[src/common/pmws_defs.svh]
`ifndef PMWS_DEFS_SVH
`define PMWS_DEFS_SVH

// register offsets
`define PMWS_OFS_CFG 8'h00
`define PMWS_OFS_SHUTDOWN_AND_BOOST_CTRL_BOOST 8'h05
`define PMWS_OFS_AMP_PWR 8'h06
`define PMWS_OFS_TUNE_CAP 8'h07

// field positions
`define PMWS_DIV_LSB 4
`define PMWS_DIV_MSB 5
`define PMWS_BOOST_BIT 0
`define PMWS_RUN_BIT 7
`define PMWS_PWR_MSB 2
`define PMWS_CAP_MSB 4

// reset values
`define PMWS_CFG_RST 8'h10
`define PMWS_SHUTDOWN_AND_BOOST_CTRL_RST 8'h00
`define PMWS_PWR_RST 8'h00
`define PMWS_CAP_RST 8'h00

// forced preset values and divider base
`define PMWS_PRESET_DIV 2'h1
`define PMWS_PRESET_PWR 3'h7
`define PMWS_PRESET_CAP 5'h00
`define PMWS_DIV_BASE 3'h4

// pin levels from the three-state detector
`define PMWS_LVL_GND 2'h0
`define PMWS_LVL_OPEN 2'h1
`define PMWS_LVL_VDD 2'h2

// timing, in kHz, us and time-base ticks
`define PMWS_TB_KHZ 3200
`define PMWS_BUFFERED_DIVIDED_CLOCK_OUT_KHZ 800
`define PMWS_BUFFERED_DIVIDED_CLOCK_OUT_DLY_US 80
`define PMWS_BUFFERED_DIVIDED_CLOCK_OUT_DLY_TICKS ((`PMWS_BUFFERED_DIVIDED_CLOCK_OUT_DLY_US * `PMWS_TB_KHZ + 999) / 1000)
`define PMWS_BUFFERED_DIVIDED_CLOCK_OUT_HALF_TICKS (`PMWS_TB_KHZ / `PMWS_BUFFERED_DIVIDED_CLOCK_OUT_KHZ / 2)
`define PMWS_IDLE_TICKS 16384

`endif

[src/common/pmws_pkg.sv]
package pmws_pkg;

   // power sequencing states
   typedef enum logic [1:0] {
      PMWS_SHUTDOWN,
      PMWS_WARMUP,
      PMWS_RUN
   } pmws_state_t;

endpackage

[src/pmws_seq.sv]
// Behaviour
// - decode select pins: serial or eight presets
// - clock output is time base divided by 4 (800 kHz at 3200 kHz)
// - clock output starts 80 us after time base
// - preset idle 2^14 ticks forces shutdown
// - data high clears idle counter, end shuts
// - data pulse in preset shutdown starts warm-up
// - default amplifier drive duty is 25%
// - boost bit raises duty to 50%
// - five-bit tuning cap field at 0x07
// - preset mode forces tuning cap zero
// - three-bit drive level sets driver count
// - preset mode forces drive level 0x7
// - crystal starts on wake or address match
// - divider code picks ratio 4, 5, 6
`include "pmws_defs.svh"
`timescale 1ns/1ns
`default_nettype none

module pmws_seq #(
   parameter int IDLE_TICKS = `PMWS_IDLE_TICKS,
   parameter int BUFFERED_DIVIDED_CLOCK_OUT_DLY = `PMWS_BUFFERED_DIVIDED_CLOCK_OUT_DLY_TICKS
) (
   // clock and reset
   input wire logic clk_sys,
   input wire logic reset,
   // three-state select pins, detector levels
   input wire logic [1:0] mode_select_hi,
   input wire logic [1:0] mode_select_lo,
   // data pin
   input wire logic data_pin,
   // crystal edge strobe, one per crystal cycle
   input wire logic xtal_tick,
   // serial interface register port
   input wire logic bus_addr_match,
   input wire logic reg_wr,
   input wire logic reg_rd,
   input wire logic [7:0] reg_addr,
   input wire logic [7:0] reg_wdata,
   output logic [7:0] reg_rdata,
   // mode decode
   output logic serial_mode,
   output logic [2:0] preset_sel,
   // power control
   output logic xo_enable,
   output logic synth_enable,
   output logic shutdown,
   output logic buffered_divided_clock_out,
   // amplifier control
   output logic [2:0] amp_drive_level,
   output logic [4:0] amp_tune_cap_code,
   output logic amp_duty_boost,
   // transmit bit stream
   output logic tx_bit_valid,
   output logic tx_bit,
   input wire logic tx_bit_ready
);

   initial begin
      if (IDLE_TICKS < 2) $error("pmws_seq: IDLE_TICKS too small");
      if (BUFFERED_DIVIDED_CLOCK_OUT_DLY < 1) $error("pmws_seq: BUFFERED_DIVIDED_CLOCK_OUT_DLY too small");
   end

   localparam int IW = $clog2(IDLE_TICKS + 1); // idle counter width
   localparam int DW = $clog2(BUFFERED_DIVIDED_CLOCK_OUT_DLY + 1); // start delay width
   localparam logic [IW-1:0] IDLE_LAST = IW'(IDLE_TICKS - 1);
   localparam logic [DW-1:0] DLY_LAST = DW'(BUFFERED_DIVIDED_CLOCK_OUT_DLY - 1);
   localparam logic [1:0] HALF_LAST = 2'(`PMWS_BUFFERED_DIVIDED_CLOCK_OUT_HALF_TICKS - 1);

   // synchronised pins
   logic [4:0] pins_sync; // select levels and data
   logic [1:0] sel_hi; // upper select level
   logic [1:0] sel_lo; // lower select level
   logic data_s; // data pin level

   pmws_sync2 #(
      .W(5)
   ) u_sync (
      .clk_sys(clk_sys),
      .reset(reset),
      .pin_in({mode_select_hi, mode_select_lo, data_pin}),
      .sync_out(pins_sync)
   );

   assign sel_hi = pins_sync[4:3];
   assign sel_lo = pins_sync[2:1];
   assign data_s = pins_sync[0];

   // mode decode
   logic [1:0] hi_n; // level as 0..2, unknown taken as open
   logic [1:0] lo_n;
   logic [3:0] combo; // 3*hi + lo
   logic is_serial; // both grounded

   assign hi_n = (sel_hi == `PMWS_LVL_VDD) ? 2'h2 : ((sel_hi == `PMWS_LVL_GND) ? 2'h0 : 2'h1);
   assign lo_n = (sel_lo == `PMWS_LVL_VDD) ? 2'h2 : ((sel_lo == `PMWS_LVL_GND) ? 2'h0 : 2'h1);
   assign combo = {1'b0, hi_n, 1'b0} + {2'h0, hi_n} + {2'h0, lo_n};
   assign is_serial = (combo == 4'h0);

   // registered mode outputs
   always_ff @(posedge clk_sys) begin
      if (reset) begin
         serial_mode <= 1'b1;
         preset_sel <= 3'h0;
      end else begin
         serial_mode <= is_serial;
         // preset 0..7 in table order
         preset_sel <= is_serial ? 3'h0 : 3'(combo - 4'h1);
      end
   end

   // software registers
   logic [7:0] cfg_ff; // divider code
   logic [7:0] shutdown_and_boost_ctrl_ff; // boost bit
   logic [7:0] pwr_ff; // drive level
   logic [7:0] cap_ff; // tuning cap

   // writes only land in serial mode
   always_ff @(posedge clk_sys) begin
      if (reset) begin
         cfg_ff <= `PMWS_CFG_RST;
         shutdown_and_boost_ctrl_ff <= `PMWS_SHUTDOWN_AND_BOOST_CTRL_RST;
         pwr_ff <= `PMWS_PWR_RST;
         cap_ff <= `PMWS_CAP_RST;
      end else if (reg_wr && serial_mode) begin
         case (reg_addr)
            `PMWS_OFS_CFG: begin
               cfg_ff <= reg_wdata;
            end
            `PMWS_OFS_SHUTDOWN_AND_BOOST_CTRL_BOOST: begin
               shutdown_and_boost_ctrl_ff <= reg_wdata;
            end
            `PMWS_OFS_AMP_PWR: begin
               pwr_ff <= reg_wdata;
            end
            `PMWS_OFS_TUNE_CAP: begin
               cap_ff <= reg_wdata;
            end
            default: begin
               // unmapped writes are dropped
            end
         endcase
      end
   end

   // sequencer state
   pmws_pkg::pmws_state_t state_ff;
   logic tb_tick_ff; // one pulse per time-base cycle
   logic idle_end; // idle count expired

   // read data, one cycle after the strobe
   always_ff @(posedge clk_sys) begin
      if (reset) begin
         reg_rdata <= 8'h00;
      end else if (reg_rd) begin
         case (reg_addr)
            `PMWS_OFS_CFG: begin
               reg_rdata <= cfg_ff;
            end
            `PMWS_OFS_SHUTDOWN_AND_BOOST_CTRL_BOOST: begin
               // top bit shows the running state
               reg_rdata <= {state_ff == pmws_pkg::PMWS_RUN, shutdown_and_boost_ctrl_ff[6:0]};
            end
            `PMWS_OFS_AMP_PWR: begin
               reg_rdata <= pwr_ff;
            end
            `PMWS_OFS_TUNE_CAP: begin
               reg_rdata <= cap_ff;
            end
            default: begin
               reg_rdata <= 8'h00;
            end
         endcase
      end
   end

   // amplifier controls, presets force their values
   always_ff @(posedge clk_sys) begin
      if (reset) begin
         amp_drive_level <= 3'h0;
         amp_tune_cap_code <= 5'h00;
         amp_duty_boost <= 1'b0;
      end else if (!serial_mode) begin
         amp_drive_level <= `PMWS_PRESET_PWR;
         amp_tune_cap_code <= `PMWS_PRESET_CAP;
         amp_duty_boost <= 1'b0;
      end else begin
         amp_drive_level <= pwr_ff[`PMWS_PWR_MSB:0];
         amp_tune_cap_code <= cap_ff[`PMWS_CAP_MSB:0];
         // low gives 25% drive, high gives 50%
         amp_duty_boost <= shutdown_and_boost_ctrl_ff[`PMWS_BOOST_BIT];
      end
   end

   // crystal divider to the time base
   logic [2:0] div_cnt_ff; // crystal cycles in this tick
   logic [1:0] div_code; // effective code
   logic [2:0] div_last; // ratio minus one

   assign div_code = serial_mode ? cfg_ff[`PMWS_DIV_MSB:`PMWS_DIV_LSB] : `PMWS_PRESET_DIV;
   // code 11 is not a ratio, held at 6
   assign div_last = (div_code == 2'h3) ? 3'h5 : 3'(`PMWS_DIV_BASE + {1'b0, div_code} - 3'h1);

   always_ff @(posedge clk_sys) begin
      if (reset || !xo_enable) begin
         div_cnt_ff <= 3'h0;
         tb_tick_ff <= 1'b0;
      end else if (xtal_tick) begin
         tb_tick_ff <= (div_cnt_ff >= div_last);
         div_cnt_ff <= (div_cnt_ff >= div_last) ? 3'h0 : 3'(div_cnt_ff + 3'h1);
      end else begin
         tb_tick_ff <= 1'b0;
      end
   end

   // idle counter, preset mode only
   logic [IW-1:0] idle_ff;
   assign idle_end = tb_tick_ff && (idle_ff == IDLE_LAST) && !data_s;

   always_ff @(posedge clk_sys) begin
      if (reset || serial_mode || state_ff != pmws_pkg::PMWS_RUN) begin
         idle_ff <= '0;
      end else if (data_s) begin
         idle_ff <= '0;
      end else if (tb_tick_ff) begin
         idle_ff <= IW'(idle_ff + 1'b1);
      end
   end

   // power sequencing
   always_ff @(posedge clk_sys) begin
      if (reset) begin
         state_ff <= pmws_pkg::PMWS_SHUTDOWN;
      end else begin
         case (state_ff)
            pmws_pkg::PMWS_SHUTDOWN: begin
               // wake on data in preset, address in serial
               if ((!serial_mode && data_s) || (serial_mode && bus_addr_match)) begin
                  state_ff <= pmws_pkg::PMWS_WARMUP;
               end
            end
            pmws_pkg::PMWS_WARMUP: begin
               // first divider tick marks the time base ready
               if (tb_tick_ff) begin
                  state_ff <= pmws_pkg::PMWS_RUN;
               end
            end
            pmws_pkg::PMWS_RUN: begin
               if (idle_end) begin
                  state_ff <= pmws_pkg::PMWS_SHUTDOWN;
               end
            end
            default: begin
               state_ff <= pmws_pkg::PMWS_SHUTDOWN;
            end
         endcase
      end
   end

   // power outputs follow the state
   always_ff @(posedge clk_sys) begin
      if (reset) begin
         xo_enable <= 1'b0;
         synth_enable <= 1'b0;
         shutdown <= 1'b1;
      end else begin
         xo_enable <= (state_ff != pmws_pkg::PMWS_SHUTDOWN) && !idle_end;
         synth_enable <= (state_ff != pmws_pkg::PMWS_SHUTDOWN) && !idle_end;
         shutdown <= (state_ff == pmws_pkg::PMWS_SHUTDOWN) || idle_end;
      end
   end

   // clock output start delay and divider
   logic [DW-1:0] dly_ff; // ticks since time base ready
   logic dly_done_ff; // delay elapsed
   logic [1:0] half_ff; // ticks in this half period

   always_ff @(posedge clk_sys) begin
      if (reset || state_ff != pmws_pkg::PMWS_RUN) begin
         dly_ff <= '0;
         dly_done_ff <= 1'b0;
      end else if (tb_tick_ff && !dly_done_ff) begin
         dly_ff <= DW'(dly_ff + 1'b1);
         dly_done_ff <= (dly_ff == DLY_LAST);
      end
   end

   always_ff @(posedge clk_sys) begin
      if (reset || !dly_done_ff) begin
         half_ff <= 2'h0;
         buffered_divided_clock_out <= 1'b0;
      end else if (tb_tick_ff) begin
         // fixed ratio, independent of preset
         if (half_ff == HALF_LAST) begin
            half_ff <= 2'h0;
            buffered_divided_clock_out <= !buffered_divided_clock_out;
         end else begin
            half_ff <= 2'(half_ff + 2'h1);
         end
      end
   end

   // data sampling into the transmit buffer
   logic smp_valid; // sample offered this cycle, dropped while the buffer is full

   // one sample per time-base tick while running in preset
   assign smp_valid = tb_tick_ff && !serial_mode && (state_ff == pmws_pkg::PMWS_RUN);

   pmws_buf2 #(
      .W(1)
   ) u_buf (
      .clk_sys(clk_sys),
      .reset(reset),
      .in_valid(smp_valid),
      .in_data(data_s),
      .in_ready(),
      .out_valid(tx_bit_valid),
      .out_data(tx_bit),
      .out_ready(tx_bit_ready)
   );

endmodule

`default_nettype wire

[src/pmws_sync2.sv]
`timescale 1ns/1ns
`default_nettype none

// two-flop synchroniser for pin levels
module pmws_sync2 #(
   parameter int W = 1
) (
   // clock and reset
   input wire logic clk_sys,
   input wire logic reset,
   // pin side
   input wire logic [W-1:0] pin_in,
   // synchronised side
   output logic [W-1:0] sync_out
);

   initial begin
      if (W < 1) $error("pmws_sync2: W must be at least 1");
   end

   logic [W-1:0] meta_ff; // first stage, read only by second

   // both stages clear on reset
   always_ff @(posedge clk_sys) begin
      if (reset) begin
         meta_ff <= '0;
         sync_out <= '0;
      end else begin
         meta_ff <= pin_in;
         sync_out <= meta_ff;
      end
   end

endmodule

`default_nettype wire

[src/pmws_buf2.sv]
`timescale 1ns/1ns
`default_nettype none

// two-entry buffer, all outputs registered
module pmws_buf2 #(
   parameter int W = 1
) (
   // clock and reset
   input wire logic clk_sys,
   input wire logic reset,
   // fill side
   input wire logic in_valid,
   input wire logic [W-1:0] in_data,
   output logic in_ready,
   // drain side
   output logic out_valid,
   output logic [W-1:0] out_data,
   input wire logic out_ready
);

   initial begin
      if (W < 1) $error("pmws_buf2: W must be at least 1");
   end

   logic [W-1:0] spare_ff; // second entry
   logic spare_vld_ff; // second entry holds a word
   logic push; // word taken this cycle
   logic pop; // word leaves this cycle

   assign push = in_valid & in_ready;
   assign pop = out_valid & out_ready;

   // head and spare entries
   always_ff @(posedge clk_sys) begin
      if (reset) begin
         out_valid <= 1'b0;
         spare_vld_ff <= 1'b0;
         out_data <= '0;
         spare_ff <= '0;
      end else if (pop) begin
         // head leaves, spare or new word moves up
         out_valid <= spare_vld_ff | push;
         out_data <= spare_vld_ff ? spare_ff : in_data;
         spare_vld_ff <= 1'b0;
      end else if (push) begin
         // fill head first, then spare
         if (!out_valid) begin
            out_valid <= 1'b1;
            out_data <= in_data;
         end else begin
            spare_vld_ff <= 1'b1;
            spare_ff <= in_data;
         end
      end
   end

   // ready is low in reset and while both entries are full
   always_ff @(posedge clk_sys) begin
      if (reset) begin
         in_ready <= 1'b0;
      end else begin
         in_ready <= !((out_valid & !pop & (push | spare_vld_ff))
            | (spare_vld_ff & !pop));
      end
   end

endmodule

`default_nettype wire

[config.mk]
export PLATFORM = sky130hd
export DESIGN_NAME = pmws_seq
export DESIGN_NICKNAME = d
export VERILOG_FILES = /design/src/common/pmws_pkg.sv /design/src/pmws_seq.sv /design/src/pmws_sync2.sv /design/src/pmws_buf2.sv
export VERILOG_INCLUDE_DIRS = /design/src /design/src/common
export SDC_FILE = /design/constraint.sdc
export NUM_CORES = 1
export LEC_CHECK = 0
export BUFFER_PORTS_ARGS = -buffer_cell sky130_fd_sc_hd__buf_2
export CORE_MARGIN = 4
export CORE_UTILIZATION = 40
export DETAILED_ROUTE_END_ITERATION = 12
export RECOVER_POWER = 25
export SLEW_MARGIN = 20
export SYNTH_ARGS = -nofsm -noshare
export SYNTH_HDL_FRONTEND = slang
export SYNTH_SLANG_ARGS = --single-unit
[constraint.sdc]
create_clock -name clk_sys -period 5.2 [get_ports clk_sys]
set_input_delay 1.04 -clock clk_sys [delete_from_list [all_inputs] [get_ports clk_sys]]
set_output_delay 1.04 -clock clk_sys [all_outputs]
set_load 0.02 [all_outputs]
Word level (Yosys, flattened, before mapping)
Cells that the tools add are included.
{"block": "word_totals", "regBits": 103, "inputBits": 28, "wordCells": 128}
{"block": "op_classes", "reduce_logical": 45, "n_eq_ne": 16, "magnitude_cmp": 1, "bitwise_logic": 10, "mux": 20, "add_sub_neg": 9}
{"op": "one-hot mux 8 bit (4 select lines)", "n": 1}
{"op": "equality test 8 x 3 -> 1 bit (second input constant)", "n": 3}
{"op": "adder 15 x 1 -> 15 bit (second input constant)", "n": 1}
{"op": "equality test 15 x 14 -> 1 bit (second input constant)", "n": 1}
{"op": "2-to-1 mux 2 bit", "n": 7}
{"op": "AND reduction 2 bit", "n": 7}
{"op": "inequality test 2 bit (second input constant)", "n": 5}
{"op": "OR reduction 2 bit", "n": 5}
{"op": "adder 9 x 1 -> 9 bit (second input constant)", "n": 1}
{"op": "equality test 9 x 8 -> 1 bit (second input constant)", "n": 1}
{"op": "logical AND 1 bit", "n": 9}
{"op": "2-to-1 mux 3 bit", "n": 3}
{"op": "equality test 2 bit (second input constant)", "n": 4}
{"op": "zero test 1 bit", "n": 8}
{"op": "zero test 8 bit", "n": 1}
{"op": "2-to-1 mux 1 bit", "n": 8}
{"op": "logical OR 1 bit", "n": 7}
{"op": "zero test 2 bit", "n": 3}
{"op": "one-hot mux 2 bit (3 select lines)", "n": 1}
{"op": "AND reduction 3 bit", "n": 2}
{"op": "subtractor 3 x 1 -> 3 bit (second input constant)", "n": 2}
{"op": "bitwise AND 1 bit", "n": 5}
{"op": "adder 3 x 2 -> 4 bit", "n": 1}
{"op": "adder 4 x 2 -> 4 bit", "n": 1}
{"op": "other kinds (9)", "n": 14}

Longest topological paths before layout
{"block": "logic_depth", "ltp_word": 8, "depth_mapped": 8, "depth_no_buf": 8}

Cells and area by module
A second synthesis with hierarchy kept.
{"block": "unflattened", "hier_cells": 439, "hier_area_um2": 4227.8}
{"module": "pmws_seq", "cells_per_inst": 396, "area_per_inst_um2": 3759.9, "n_inst": 1, "seq_area_each_um2": 1761.7}
{"module": "pmws_sync2", "cells_per_inst": 20, "area_per_inst_um2": 262.8, "n_inst": 1, "seq_area_each_um2": 200.2}
{"module": "pmws_buf2", "cells_per_inst": 23, "area_per_inst_um2": 205.2, "n_inst": 1, "seq_area_each_um2": 100.1}

Worst setup path before layout
OpenSTA, ideal clock, no wires.
{"block": "synth_timing", "path_kind": "in2reg", "from": "input port reg_addr[5]", "to": "register cap_ff[0]", "path_slack_ps": 2616, "stages": 5, "t_arrival_ps": 2456, "setup_time_ps": 128, "cell_sequence": "or4_4 -> or4_1 -> buf_2 -> mux2i_1 -> nor2_1"}
{"block": "synth_via", "elab_chain_cells": 2}
{"element": "start: declaration", "line": "pmws_seq.sv:38", "rtl": "input wire logic [7:0] reg_addr,"}
{"element": "equality test 8 x 3 -> 1 bit", "line": "pmws_seq.sv:126", "rtl": "case (reg_addr)"}
{"element": "AND reduction 2 bit (no source line)"}
{"element": "end signal: assignment", "line": "pmws_seq.sv:124", "rtl": "cap_ff <= `PMWS_CAP_RST;"}
{"element": "end signal: assignment", "line": "pmws_seq.sv:137", "rtl": "cap_ff <= reg_wdata;"}
{"element": "end: declaration", "line": "pmws_seq.sv:116", "rtl": "logic [7:0] cap_ff;"}
Every way passes these cells.
A chain may end at the register's enable or synchronous reset.

Worst setup path in the final report
{"block": "layout_timing", "from": "input port reset", "to": "register idle_ff[14]"}
{"block": "layout_via", "elab_chain_cells": 3}
{"element": "start: declaration", "line": "pmws_seq.sv:26", "rtl": "input wire logic reset,"}
{"element": "logical OR 1 bit (2 in a row)", "line": "pmws_seq.sv:221", "rtl": "if (reset || serial_mode || state_ff != pmws_pkg::PMWS_RUN) begin"}
{"element": "OR reduction 2 bit (no source line)"}
{"element": "end signal: assignment", "line": "pmws_seq.sv:226", "rtl": "idle_ff <= IW'(idle_ff + 1'b1);"}
{"element": "end: declaration", "line": "pmws_seq.sv:217", "rtl": "logic [IW-1:0] idle_ff;"}
Every way passes these cells.

==> flow_summary.yaml <==
hold_path:
  min_to: "u_sync.sync_out[0]"
  hp-class: "reg2reg"
  hp-start: "u_sync.meta_ff[0]"
  min_path_cells: 1
cells_and_area:
  design_area_sq_um: 4802
  drive_gt1_share_pct: 15.16
  layout_commonest_cell: "dfxtp_1"
  syn2layout_area_growth_pct: 13.45
  n_antenna_cell: 0
  final_cell_mix: "103 x dfxtp_1, 64 x nor2_1, 48 x buf_2, 43 x mux2i_1, 25 x nand2_1"
  fin_util_pct: 46.52
  stdcell_count: 624
  fin_nets: 523
die:
  rows: 37
  die_h_um: 110.9
  die_area_sq_um: 12290
  core_area_sq_um: 10320
  initial_core_util_pct: 41.00
  chipWidth_um: 110.9
  ios: 55
clocking:
  cts_buffers: 9
  ctsResizeCount: 0
  clk_pin_slew_ns: 0.09
  clock_path_buffers: 2
  clock-root-buffer: "clkbuf_8"
  post-cts-setup-buffer-count: 0
  numClockSinks: 103
  clk_latency_ns: 0.37
  h-tree-depth: 3
  ctsHoldBuffers: 0
  cts_tree: "yes"
yosys:
  synth.distinct_cells: 44
  avgSynthCellArea_sq_um: 9.664
  ys_warn_count: 0
  synth_ff_type: "dfxtp_1"
  synth_edf_count: 0
  yosys_register_bits: 103
  synth-seq-area-share_pct: 48.71
  syn_inst: 438
  synthesis.area_sq_um: 4233
  synthArstFlopShare_pct: 0
  syn-num-nets: 478
placed_design:
  placed_cells: 608
  port_buffers: 54
  placed_area_sq_um: 4578
  gp_congestion: 0.7878
  dp_hpwl_um: 5903
power:
  leakage_uw: 0.001944
  total_power_uw: 1451
  p_per_area_nw_per_um2: 302.2
  peakVddDrop_mv: 0.2226
grt:
  grt_pass1_vias: 3031
  antenna_found_initial: 0
  grt_max_degree: 55
  track_usage_pct: 14.38
  grt_pass1_wl_um: 14590
  grt-ovfl-total: 0
timing:
  rsz0062_at_grt: "no"
  drv_slew: 0
  tightest_slew_ns: 0.7378
  fmax_mhz: 381.9
  relSlewSlack_pct: 50.44
  setup_viol: 0
  hold_violations: 0
  tns_ns: 0
  timing.final.crit_period_ns: 2.619
  fin_skew_ns: 0.009328
  final.period_utilization_pct: 50.36
route:
  ant_nets: 0
  avgRoutedWirePerCell_um: 13.76
  drt_iter0_markers: 175
  route.vias.total: 3060
  vias_per_cell: 4.904
  drcViolationCount: 0
  postRouteWirelength_um: 8584
  first_pass_iters: 4
critical_path:
  r2r_start: "serial_mode"
  timing.reg2reg.setup_slack_ns: 3.04
  rr_endpoint: "cap_ff[0]"
  critPathMaxFanout: 54
  worstSetupStartpointType: "input pin"
  path_class: "in2reg"
  arrival_ns: 2.91
  worstSetupEndpointType: "flop"
  cp_data_required_time_ns: 5.49
  worst_r2r_path_depth: 4
outcome:
  status: "complete, no violations"
flow_run:
  drv_cap: 0
-- Yosys cell counts (all sizes together) (7+ instances only) --
| library cell | count | share of area, % |
|---|---|---|
| a21oi | 14 | 1.7 |
| a22oi | 8 | 1.4 |
| and2 | 9 | 1.3 |
| and3 | 7 | 1.0 |
| clkbuf | 13 | 1.2 |
| dfxtp | 103 | 49 |
| ha | 11 | 3.3 |
| inv | 16 | 1.4 |
| mux2i | 43 | 10 |
| nand2 | 25 | 2.2 |
| nand3 | 8 | 0.95 |
| nand4 | 9 | 1.3 |
| nor2 | 64 | 5.7 |
| nor2b | 15 | 2.2 |
| o21ai | 15 | 1.8 |
| o22a | 8 | 1.7 |
| xor2 | 17 | 3.5 |
-- layout make-up --
type                            instances  area [sq um]
Clock buffer                           12         155.1
Sequential cell                       103          2062
Multi-Input combinational cell        298          2008
Fill cell                            1000          5522
Inverter                               16         60.06
Tap cell                              136         170.2
Timing Repair Buffer                   55         270.3
Clock inverter                          4         76.32
-- layer usage --
layer / global-route usage [%] / vias up / part of all wire [%]
met5: 0 / - / 0
met4: 3.941 / 0 / 1.0
met3: 4.749 / 8 / 5.5
met2: 22.98 / 66 / 45
met1: 18.63 / 1408 / 48
li1: - / 1578 / -
-- logic make-up (layout without fill, tap and decap cells) --
| logic type | after synthesis | count (layout) | share of synthesized area [%] |
|---|---|---|---|
| muxes | 46 | 46 | 10.97 |
| and+or+nand+nor | 165 | 165 | 20.22 |
| AOI/OAI and AO/OA | 52 | 52 | 7.775 |
| DFF | 103 | 103 | 48.71 |
| adders and majority gates | 12 | 12 | 3.724 |
| xor gates and xnor gates | 23 | 23 | 4.759 |
| buffers and inverters | 37 | 87 | 3.843 |
-- per-stage QoR --
step | hold WS, ns | setup slack [ns]
after floorplan | 0.4138 | 2.616
after detailed placement | 0.4264 | 2.158
after CTS | 0.4512 | 2.549
after global routing | 0.4708 | 2.366
after global placement | 0.4177 | 2.202
final | 0.4447 | 2.581
-- worst max-delay path, stage by stage --
cell and delay [ns]:
buf_2 0.09, buf_4 0.29, inv_1 0.26, nand3_1 0.36, or3_1 0.66, a21oi_1 0.19
-- how the worst max path moves through the flow --
| stage | endpoint | slack (ns) | startpoint |
|---|---|---|---|
| 2_1_floorplan | cap_ff[0] | 2.62 | reg_addr[5] |
| 3_3_place_gp | idle_ff[11] | 2.20 | reset |
| 3_5_place_dp | idle_ff[13] | 2.16 | reset |
| 4_1_cts | idle_ff[13] | 2.55 | reset |
| 5_1_grt | idle_ff[11] | 2.37 | reset |
| 6_report | idle_ff[14] | 2.58 | reset |
-- power breakdown --
part | total (uW) | internal [uW] | leakage [uW] | switching, uW
Clock | 568 | 300 | 0.000113 | 268
Combinational | 76.0 | 27.5 | 0.000997 | 48.5
Sequential | 807 | 799 | 0.000834 | 7.59
-- sequential cells by signal, summed over array words and instances, names as in the netlist, 5 cells and up --
signal	flops
reg_rdata	8
shutdown_and_boost_ctrl_ff	7
dly_ff	9
cfg_ff	8
amp_tune_cap_code	5
idle_ff	15
pwr_ff	8
u_sync.sync_out	5
u_sync.meta_ff	5
cap_ff	8
No activity file was read; power rests on OpenSTA's default activity.
